<file path="config.mk">
export PLATFORM = sky130hd
export DESIGN_NAME = adccr_top
export DESIGN_NICKNAME = d
export VERILOG_FILES = /design/src/inc/adccr_pkg.sv /design/src/rtl/adccr_top.sv
export SDC_FILE = /design/constraint.sdc
export NUM_CORES = 1
export LEC_CHECK = 0
export BUFFER_PORTS_ARGS = -buffer_cell sky130_fd_sc_hd__buf_2
export CAP_MARGIN = 0
export CORE_AREA = 2 2 119 121
export CTS_CLUSTER_DIAMETER = 50
export DETAILED_ROUTE_END_ITERATION = 8
export DIE_AREA = 0 0 121 123
export GPL_TIMING_DRIVEN = 0
export SLEW_MARGIN = 20
export SYNTH_ARGS = -nofsm -noshare
export SYNTH_HDL_FRONTEND = slang
export SYNTH_SLANG_ARGS = --single-unit
export TNS_END_PERCENT = 30
</file>
<file path="constraint.sdc">
create_clock -name clock_in -period 2.1 [get_ports clock_in]
set_input_delay 0.105 -clock clock_in [delete_from_list [all_inputs] [get_ports clock_in]]
set_output_delay 0.105 -clock clock_in [all_outputs]
set_load 0.01 [all_outputs]
</file>
<file path="src/inc/adccr_pkg.sv">
// Register map, field layout and timing constants of the converter control block
package adccr_pkg;
  // Register addresses
  localparam logic [7:0] ADDR_PIN_SEL  = 8'h08;
  localparam logic [7:0] ADDR_CTRL     = 8'h09;
  localparam logic [7:0] ADDR_OFS_CAL  = 8'h0A;
  localparam logic [7:0] ADDR_RES_UP   = 8'h0B;
  localparam logic [7:0] ADDR_RES_TOP  = 8'h0C;
  localparam logic [7:0] ADDR_RES_LOW  = 8'h0D;
  localparam logic [7:0] ADDR_STAT     = 8'h0E;
  // Control register fields
  localparam int CTRL_REF   = 7;
  localparam int CTRL_DIV_H = 6;
  localparam int CTRL_DIV_L = 5;
  localparam int CTRL_RUN   = 4;
  localparam int CTRL_PWR   = 3;
  localparam int CTRL_CH_H  = 1;
  localparam int CTRL_CH_L  = 0;
  // Offset calibration fields
  localparam int CAL_EN    = 7;
  localparam int CAL_SIGN  = 6;
  localparam int CAL_MAG_H = 5;
  localparam int CAL_MAG_L = 3;
  // Status register fields
  localparam int STAT_DONE = 5;
  localparam int STAT_WAKE = 3;
  // Reset values
  localparam logic       RST_REF = 1'b0;
  localparam logic [1:0] RST_DIV = 2'b00;
  // Conversion clock choices
  localparam logic [1:0] DIV_16   = 2'b00;
  localparam logic [1:0] DIV_4    = 2'b01;
  localparam logic [1:0] DIV_64   = 2'b10;
  localparam logic [1:0] DIV_RING = 2'b11;
  localparam logic [5:0] LAST_16  = 6'h0F;
  localparam logic [5:0] LAST_4   = 6'h03;
  localparam logic [5:0] LAST_64  = 6'h3F;
  localparam logic [5:0] LAST_RING = 6'h1F;
  // Conversion length in conversion clock ticks
  localparam logic [3:0] CONV_TICKS = 4'hC;
  // Result limits
  localparam logic [12:0] RES_MAX = 13'h0FFF;
  // Shared reference pin owners
  typedef enum logic [1:0] {
    PIN_PORT  = 2'b00,
    PIN_TIMER = 2'b01,
    PIN_REF   = 2'b10
  } adccr_pin_e;
  // Converter sequencer states
  typedef enum logic {
    ST_IDLE = 1'b0,
    ST_CONV = 1'b1
  } adccr_state_e;
endpackage : adccr_pkg

</file>
<file path="src/rtl/adccr_top.sv">
// Converter control, calibration and result registers
`timescale 1ns/1ps
// Notes on behaviour
// RQ1: Low four bits make port pins analog
// RQ2: Reference select: supply rail or shared pin
// RQ3: Reset gives supply reference, divide-by-16
// RQ4: Shared pin: reference, then timer, then port
// RQ5: Software never uses timer and reference together
// RQ6: Clock field picks 16, 4, 64 or ring
// RQ7: Writing run bit starts conversion
// RQ8: Run bit cleared only by hardware
// RQ9: Power bit off stops the converter
// RQ10: Channel field selects one of four inputs
// RQ11: Channel writable only when idle and flag low
// RQ12: Calibration enable applies offset correction
// RQ13: Sign bit: zero negative, one positive
// RQ14: Offset magnitude in steps of two LSBs
// RQ15: Low three calibration bits read zero
// RQ16: Result bits eleven to four in upper register
// RQ17: Completion clears run, sets flag, loads result
// RQ18: Top nibble and low byte registers too
// RQ19: Done flag set by hardware, cleared by software
// RQ20: Software sets wake enable before sleep
// RQ21: Run stays high until result update
// RQ22: Unused control bits read zero, ignore writes
module adccr_top (
  // Clock and reset
  input  wire logic                    clock_in,
  input  wire logic                    rst_b_in,
  // Register port
  input  wire logic [7:0]              addr_in,
  input  wire logic [7:0]              wr_data_in,
  input  wire logic                    wr_in,
  input  wire logic                    rd_in,
  output logic      [7:0]              rd_data_out,
  // Timer source select from the timer control register
  input  wire logic                    timer_source_sel_in,
  // Analog front end
  input  wire logic [11:0]             analog_result_in,
  output logic      [3:0]              analog_pin_en_out,
  output logic      [1:0]              channel_sel_out,
  output logic                         conv_power_on_out,
  output logic                         ref_source_sel_out,
  output logic                         converting_out,
  // Shared pin owner and wake request
  output adccr_pkg::adccr_pin_e        shared_ref_pin_out,
  output logic                         wake_req_out
);
  import adccr_pkg::*;

  // Registers
  logic [3:0]   analog_pin_en;             // Analog enables per pin
  logic         ref_source_sel;            // Reference choice
  logic [1:0]   clk_div;                   // Conversion clock choice
  logic         conv_run;                  // Conversion in progress
  logic         conv_power_on;             // Converter powered
  logic [1:0]   channel_sel;               // Input channel
  logic         offset_cal_en;             // Calibration enable
  logic         offset_sign;               // Offset polarity
  logic [2:0]   offset_magnitude;          // Offset size
  logic [11:0]  result;                    // Last result
  logic         conv_done_flag;            // Done flag
  logic         conv_wake_en;              // Wake enable
  // Next values
  logic [3:0]   next_analog_pin_en;
  logic         next_ref_source_sel;
  logic [1:0]   next_clk_div;
  logic         next_conv_run;
  logic         next_conv_power_on;
  logic [1:0]   next_channel_sel;
  logic         next_offset_cal_en;
  logic         next_offset_sign;
  logic [2:0]   next_offset_magnitude;
  logic [11:0]  next_result;
  logic         next_conv_done_flag;
  logic         next_conv_wake_en;
  // Sequencer and divider
  adccr_state_e state;
  adccr_state_e next_state;
  logic [5:0]   div_cnt;                   // Prescaler count
  logic [5:0]   next_div_cnt;
  logic [3:0]   tick_cnt;                  // Ticks into conversion
  logic [3:0]   next_tick_cnt;
  logic         tick;                      // Conversion clock enable
  logic         done_evt;                  // Conversion completes now
  // Synchroniser on the analog result
  logic [11:0]  res_s1;
  logic [11:0]  res_s2;
  // Outputs and read path
  logic [7:0]   next_rd_data;
  adccr_pin_e   next_pin;
  logic [11:0]  corrected;

  // Last prescaler count for a clock choice
  function automatic logic [5:0] div_last(input logic [1:0] sel);
    unique case (sel)
      DIV_16:   div_last = LAST_16;
      DIV_4:    div_last = LAST_4;
      DIV_64:   div_last = LAST_64;
      DIV_RING: div_last = LAST_RING;
    endcase
  endfunction : div_last

  // Apply signed, saturated offset correction
  function automatic logic [11:0] apply_offset(input logic [11:0] raw, input logic en,
                                               input logic sgn, input logic [2:0] mag);
    logic [12:0] ofs;
    logic [12:0] sum;
    ofs = {9'h000, mag, 1'b0};
    sum = {1'b0, raw};
    if (!en) begin
      apply_offset = raw;
    end else if (sgn) begin
      sum = sum + ofs;
      apply_offset = (sum > RES_MAX) ? RES_MAX[11:0] : sum[11:0];
    end else begin
      apply_offset = (sum < ofs) ? 12'h000 : 12'(sum - ofs);
    end
  endfunction : apply_offset

  // Two-flop synchroniser for the front-end result
  always_ff @(posedge clock_in) begin
    if (!rst_b_in) begin
      res_s1 <= 12'h000;
      res_s2 <= 12'h000;
    end else begin
      res_s1 <= analog_result_in;
      res_s2 <= res_s1;
    end
  end

  // Corrected value of the sampled result
  always_comb begin
    corrected = apply_offset(res_s2, offset_cal_en, offset_sign, offset_magnitude); // [RQ12] [RQ13] [RQ14]
  end

  // Prescaler and conversion sequencer, next values
  always_comb begin
    next_div_cnt  = div_cnt;
    next_tick_cnt = tick_cnt;
    next_state    = state;
    tick          = 1'b0;
    done_evt      = 1'b0;
    if (state == ST_CONV && conv_power_on) begin // [RQ9]
      tick = (div_cnt >= div_last(clk_div)); // [RQ6]
      next_div_cnt = tick ? 6'h00 : 6'(div_cnt + 6'h01);
    end else begin
      next_div_cnt = 6'h00;
    end
    unique case (state)
      ST_IDLE: begin
        next_tick_cnt = 4'h0;
        if (conv_run) begin
          next_state = ST_CONV;
        end
      end
      ST_CONV: begin
        if (tick) begin
          if (tick_cnt == CONV_TICKS - 4'h1) begin
            done_evt   = 1'b1; // [RQ21]
            next_state = ST_IDLE;
          end else begin
            next_tick_cnt = tick_cnt + 4'h1;
          end
        end
      end
    endcase
  end

  // Sequencer registers
  always_ff @(posedge clock_in) begin
    if (!rst_b_in) begin
      state    <= ST_IDLE;
      div_cnt  <= 6'h00;
      tick_cnt <= 4'h0;
    end else begin
      state    <= next_state;
      div_cnt  <= next_div_cnt;
      tick_cnt <= next_tick_cnt;
    end
  end

  // Register file, next values
  always_comb begin
    next_analog_pin_en    = analog_pin_en;
    next_ref_source_sel   = ref_source_sel;
    next_clk_div          = clk_div;
    next_conv_run         = conv_run;
    next_conv_power_on    = conv_power_on;
    next_channel_sel      = channel_sel;
    next_offset_cal_en    = offset_cal_en;
    next_offset_sign      = offset_sign;
    next_offset_magnitude = offset_magnitude;
    next_result           = result;
    next_conv_done_flag   = conv_done_flag;
    next_conv_wake_en     = conv_wake_en;
    if (wr_in) begin
      unique case (addr_in)
        ADDR_PIN_SEL: begin
          next_analog_pin_en = wr_data_in[3:0]; // [RQ1] [RQ22]
        end
        ADDR_CTRL: begin
          next_ref_source_sel = wr_data_in[CTRL_REF]; // [RQ2]
          next_clk_div        = wr_data_in[CTRL_DIV_H:CTRL_DIV_L]; // [RQ6]
          next_conv_power_on  = wr_data_in[CTRL_PWR]; // [RQ9]
          // Writing one starts; writing zero is ignored
          if (wr_data_in[CTRL_RUN]) begin
            next_conv_run = 1'b1; // [RQ7] [RQ8]
          end
          // Channel locked while busy or flag pending
          if (!conv_done_flag && !conv_run) begin
            next_channel_sel = wr_data_in[CTRL_CH_H:CTRL_CH_L]; // [RQ10] [RQ11]
          end
        end
        ADDR_OFS_CAL: begin
          next_offset_cal_en    = wr_data_in[CAL_EN];
          next_offset_sign      = wr_data_in[CAL_SIGN];
          next_offset_magnitude = wr_data_in[CAL_MAG_H:CAL_MAG_L];
        end
        ADDR_STAT: begin
          // Flag can only be cleared by writing zero
          if (!wr_data_in[STAT_DONE]) begin
            next_conv_done_flag = 1'b0; // [RQ19]
          end
          next_conv_wake_en = wr_data_in[STAT_WAKE]; // [RQ20]
        end
        default: begin
          // Read-only or unmapped: no effect
        end
      endcase
    end
    // Completion overrides any clear in the same cycle
    if (done_evt) begin
      next_conv_run       = 1'b0; // [RQ17] [RQ8]
      next_conv_done_flag = 1'b1; // [RQ17] [RQ19]
      next_result         = corrected; // [RQ16] [RQ18]
    end
  end

  // Register file registers
  always_ff @(posedge clock_in) begin
    if (!rst_b_in) begin
      analog_pin_en    <= 4'h0;
      ref_source_sel   <= RST_REF; // [RQ3]
      clk_div          <= RST_DIV; // [RQ3]
      conv_run         <= 1'b0;
      conv_power_on    <= 1'b0;
      channel_sel      <= 2'b00;
      offset_cal_en    <= 1'b0;
      offset_sign      <= 1'b0;
      offset_magnitude <= 3'h0;
      result           <= 12'h000;
      conv_done_flag   <= 1'b0;
      conv_wake_en     <= 1'b0;
    end else begin
      analog_pin_en    <= next_analog_pin_en;
      ref_source_sel   <= next_ref_source_sel;
      clk_div          <= next_clk_div;
      conv_run         <= next_conv_run;
      conv_power_on    <= next_conv_power_on;
      channel_sel      <= next_channel_sel;
      offset_cal_en    <= next_offset_cal_en;
      offset_sign      <= next_offset_sign;
      offset_magnitude <= next_offset_magnitude;
      result           <= next_result;
      conv_done_flag   <= next_conv_done_flag;
      conv_wake_en     <= next_conv_wake_en;
    end
  end

  // Read mux and shared pin owner, next values
  always_comb begin
    next_rd_data = 8'h00;
    if (rd_in) begin
      unique case (addr_in)
        ADDR_PIN_SEL: next_rd_data = {4'h0, analog_pin_en}; // [RQ22]
        ADDR_CTRL:    next_rd_data = {ref_source_sel, clk_div, conv_run, conv_power_on, 1'b0, channel_sel};
        ADDR_OFS_CAL: next_rd_data = {offset_cal_en, offset_sign, offset_magnitude, 3'b000}; // [RQ15]
        ADDR_RES_UP:  next_rd_data = result[11:4]; // [RQ16]
        ADDR_RES_TOP: next_rd_data = {4'h0, result[11:8]}; // [RQ18]
        ADDR_RES_LOW: next_rd_data = result[7:0]; // [RQ18]
        ADDR_STAT:    next_rd_data = {2'b00, conv_done_flag, 1'b0, conv_wake_en, 3'b000};
        default:      next_rd_data = 8'h00;
      endcase
    end
    // Reference beats timer beats port
    if (ref_source_sel) begin
      next_pin = PIN_REF; // [RQ4] [RQ2]
    end else if (timer_source_sel_in) begin
      next_pin = PIN_TIMER; // [RQ4] [RQ5]
    end else begin
      next_pin = PIN_PORT; // [RQ4]
    end
  end

  // Output registers
  always_ff @(posedge clock_in) begin
    if (!rst_b_in) begin
      rd_data_out        <= 8'h00;
      shared_ref_pin_out <= PIN_PORT;
      analog_pin_en_out  <= 4'h0;
      channel_sel_out    <= 2'b00;
      conv_power_on_out  <= 1'b0;
      ref_source_sel_out <= 1'b0;
      converting_out     <= 1'b0;
      wake_req_out       <= 1'b0;
    end else begin
      rd_data_out        <= next_rd_data;
      shared_ref_pin_out <= next_pin;
      analog_pin_en_out  <= next_analog_pin_en;
      channel_sel_out    <= next_channel_sel;
      conv_power_on_out  <= next_conv_power_on;
      ref_source_sel_out <= next_ref_source_sel;
      converting_out     <= next_conv_run;
      wake_req_out       <= next_conv_done_flag & next_conv_wake_en;
    end
  end
endmodule : adccr_top

</file>
Word level (Yosys, flattened, before mapping):

Cells that the tools add are included.

* add/sub/neg operators: 4
* order comparisons: 3
* equal/unequal tests: 13
* mux-type cells: 26
* bitwise gates (word level): 4
* reductions and logical operators: 15

Operators by type and width (number)
* $eq 8x4->1 const B: 7
* $pmux 8 s7: 1
* $mux 12: 4
* $pmux 6 s4: 1
* $mux 1: 14
* $add 12x4->13: 1
* $gt 13x12->1 const B: 1
* $lt 12x4->1: 1
* $sub 12x4->12: 1
* $reduce_and 2->1: 5
* $mux 4: 2
* $pmux 4 s2: 1
* $add 6x1->6 const B: 1
* $ge 6x6->1: 1
* $mux 6: 1
* $reduce_and 3->1: 2
* $add 4x1->4 const B: 1
* $eq 2x2->1 const B: 2
* $eq 4x4->1 const B: 1
* $reduce_or 2->1: 2
* $not 1->1: 3
* $reduce_or 3->1: 1
* $eq 2x1->1 const B: 1
* $logic_and 1x1->1: 2
* other kinds (7): 8

* flip-flop bits (word level): 76
* input port bits: 33
* output and inout port bits: 20
* logic and storage cells: 86

Logic depth before layout (Yosys ltp):

* word-level depth: 9
* gate-level depth with buffers: 9
* depth with buffers taken out: 9

Least setup slack after synthesis:

OpenSTA, ideal clock, no wires.

* path kind: register to register
* start: register offset_magnitude[0]
* end: register result[7]
* setup time: 0.095 ns
* arrival time: 1.932 ns
* data required time: 2.005 ns
* setup slack: 0.072 ns
* cell stages (with the launch flop): 9
* buffers on the path: 0
* clock period less this slack: 2.028 ns
* cells stage by stage: dfxtp_1 ha_1 inv_1 fa_1 a211o_1 nor3_1 xor2_1 a22oi_1 o311ai_1

* word-level cells in the longest chain between the ends: 5
* elaborated cells on any way between the ends: 8
* those cells by class: add/sub (2); order compare (2); mux (4)

RTL lines
* start, declared: line adccr_top.sv:60 `logic [2:0] offset_magnitude;`
* start signal, assigned: line adccr_top.sv:264 `offset_magnitude <= next_offset_magnitude;`
* $add 12x4->13: line adccr_top.sv:114 `sum = sum + ofs;`
* $gt 13x12->1: line adccr_top.sv:115 `apply_offset = (sum > RES_MAX) ? RES_MAX[11:0] : sum[11:0];`
* $mux 12: line adccr_top.sv:115
* $mux 12 (*): line adccr_top.sv:113 `end else if (sgn) begin`
* $mux 12 (*): line adccr_top.sv:111 `if (!en) begin`
* end signal, assigned: line adccr_top.sv:265 `result <= next_result;`
* end, declared: line adccr_top.sv:61 `logic [11:0] result;`

Mark *: on every way between the ends. The rest lies on a longest branch, timed or not.
A chain may end at the register's enable or synchronous reset.

Worst setup path in the final report:

Ends and elaborated chain as after synthesis.

==> summary.md <==
| Metric | Value |
|---|---|
| Vias/cell | between 4 and 5 |
| Non-filler cells, final | a little over 700 |
| # placed instances | between 600 and 700 |
| Worst-Margin Slew | between 0.6 and 0.7 ns |
| HPWL Detailed | 7.756 mm |
| Synth Instances | between 400 and 500 |
| Worst Skew | between 0.008 and 0.009 ns |
| Nets@finish | 567 |
| CTS tree | built |
| Status | complete, but fails checks |
| Drt pass-1 iters | 5 |
| GP Congestion | ~0.91 |
| Unrepaired setup endpoints after global routing | yes |
| Tot Pwr | ~3.4 mW |
| TritonCTS Buffers | 9 |
| CP Launch Type | flip-flop |
| Final TNS setup | -0.0003459 ns |
| Min Hold Slack | approximately 0.017 ns |
| Antenna cell count | 0 |
| Core area | 13,610 sq um |
| Worst Setup End Kind | flip-flop |
| ANT nets after route | 0 |
| Final hold violation count | 0 |
| Die Y | approximately 120 microns |
| Highest Clock Rate | ~480 MHz |
| DIE WIDTH | between 100 and 150 microns |
| Vias in the first global route | approximately 3,300 |
| Seq cells post-synth | 76 |
| Initial Util | between 20% and 30% |
| Die area | about 15,000 sq um |
| Post-synthesis sequential area ratio | roughly two fifths |
| Clock transition at path regs | approximately 0.070 ns |
| Synthesized net count | between 400 and 500 |
| Clock Tree Buf Depth | 2 |
| Area growth, synth to finish | 30.25% |
| Final setup violation count | 1 |
| Worst-skew pair later-pin latency | around 0.34 ns |
| GR Overflow Total | 0 |
| Predominant post-synthesis flop cell | dfxtp_1 |
| GRT Total Usage | between 10% and 20% |
| Synthesis Warnings | 0 |
| Final min period | between 2 and 2.5 ns |
| Gr busiest metal | met2 |
| Initial antenna violation count | 0 |
| IO buf count | 52 |
| Netlist cell types | 70 |
| Failing checks | negative setup slack |
| Worst EP required | between 2 and 2.5 ns |
| Critical-path maximum fanout | 4 |
| CTS sink count | 76 |
| Dpl ws | -0.3855 ns |
| Top cell type's share of synthesized area | a little under two fifths |
| Slew Limit Fails | 0 |
| Syn avg cell area | 9.116 sq um |
| Crit path kind | flip-flop to flip-flop |
| Grt met2 use | roughly a quarter |
| Max IR drop VDD | around 0.00049 V |
| WL/cell | between 15 and 20 microns |
| Hold Crit Class | input pin to flip-flop |
| Largest net degree at the start of global routing | 16 |
| DRT Wirelength | between 10 and 15 mm |
| Leakage | just under 2 nW |
| Slew margin rel. | about three fifths |
| Most area-hungry cell type in the Yosys netlist | dfxtp_1 |
| Drt drc | 0 |
| Asr flop ratio synth | 0% |
| Routing usage on met3 | around 3.7% |
| Dpl cell area | about 4500 sq um |
| DR vias | approximately 3,500 |
| Final Util | between 30% and 40% |
| P per Cell Area | 650.3 nW/um^2 |
| Design Area, Final | between 5000 and 6000 sq um |
| Root Buffer | clkbuf_16 |
| Arrival time of the worst setup path | approximately 2.4 ns |
| Post-synthesis cell area | around 4000 sq um |
| Iteration-0 DRC Markers | ~390 |
| Htree depth | 3 |
| Period utilization | 100.0% |
| Setup WS post-layout | -0.0003459 ns |
| I/O Pins | 53 |
| Ratio of cells with drive above 1 in the final layout | 26.86% |
| First-pass GRT wire length | between 15 and 20 mm |
| Max-Cap Viols | 0 |
| Placement Rows | 43 |
| Met1 Resource Use GR | a little under a fifth |
| Post-synth EDFFs | 0 |
| Synth area leaders | dfxtp_1, mux2i_1, and2_1 |
cell usage after synthesis, types with 10 or more instances:
master / number
nor2b_1: 25
inv_1: 11
nand2_1: 28
o21ai_0: 18
buf_2: 10
ha_1: 12
clkbuf_1: 14
nand3_1: 21
mux2i_1: 24
and2_1: 31
dfxtp_1: 76
nor2_1: 28
a21oi_1: 17
layout make-up:
cell class | instances | area [sq um]
multi-input combinational | 322 | 2466
buffer | 28 | 138.9
sequential | 76 | 1541
tap | 180 | 225.2
timing repair buffer | 72 | 455.4
fill | 1356 | 8423
clock buffer | 10 | 239.0
inverter | 11 | 43.79
clock inverter | 6 | 78.83
flip-flops by register name, summed over array words and instances, names as in the netlist, 2 cells and up:
register / count
res_s1: 12
res_s2: 12
div_cnt: 6
clk_div: 2
offset_magnitude: 3
tick_cnt: 4
channel_sel_out: 2
rd_data_out: 8
shared_ref_pin_out: 2
result: 12
analog_pin_en_out: 4
timing repair:
item,4_1_cts,5_1_grt
hold buffers,13,0
setup endpoints to repair,16,25
buffers inserted,2,5
endpoints found under the hold margin,13,0
resized for setup,16,36
pin swaps,4,15
placed cells by master (no fill, tap or decap), drive strengths merged, types with 4 or more instances in the layout:
cell type     n
xor2          7
buf          72
a22oi         6
a211oi        6
a21oi        17
and2         33
a31oi         5
nor4          8
nor2b        25
dlygate4sd3  13
inv          15
o31ai         4
nand3        21
mux2i        24
clkbuf       25
nand2        29
o21ai        18
dfxtp        76
ha           12
o211ai        4
nor3          8
nand3b        7
nor2         28
nand4         4
report_power, final:
part	switching (mW)	total, mW	leakage, nW	internal [mW]
Clock	0.668	1.65	0.158	0.980
Combinational	0.140	0.254	1.18	0.114
Sequential	0.0129	1.47	0.622	1.46
Total	0.821	3.37	1.96	2.55
cells by family (layout without fill, tap and decap cells):
kind of cell / after synthesis / count (layout) / synth area share [%]
simple gates: 182 / 182 / 26.88
compound gates: 87 / 87 / 15.55
flops: 76 / 76 / 38.19
xor+xnor: 10 / 10 / 2.199
fa+ha+maj: 14 / 14 / 4.774
buf+inv: 39 / 127 / 4.397
mux: 29 / 29 / 8.009
critical path: stages, from the launching register on:
cell and delay (ns):
dfxtp_4 0.39, ha_4 0.16, inv_2 0.04, fa_2 0.38, a211o_1 0.33, nor3_2 0.16
xor2_1 0.17, a22oi_1 0.08, o311ai_1 0.30
routing by layer:
metal  wire [microns]  share of wire [%]
met4              113                1.1
met5                0                  0
met2             5000                 47
met3              686                6.4
met1             4865                 46
path summary, 6_finish.rpt:
kind | startpoint | to | slack (ns) | cells past startpoint
worst max-delay path | offset_magnitude[0] | result[7] | -0.0003 | 8
worst min register to register | res_s1[3] | res_s2[3] | 0.42 | 1
worst max register to register | offset_magnitude[0] | result[7] | -0.0003 | 8
worst min-delay path | wr_data_in[4] | converting_out | 0.02 | 3
Power figures use the tool's default switching activity.
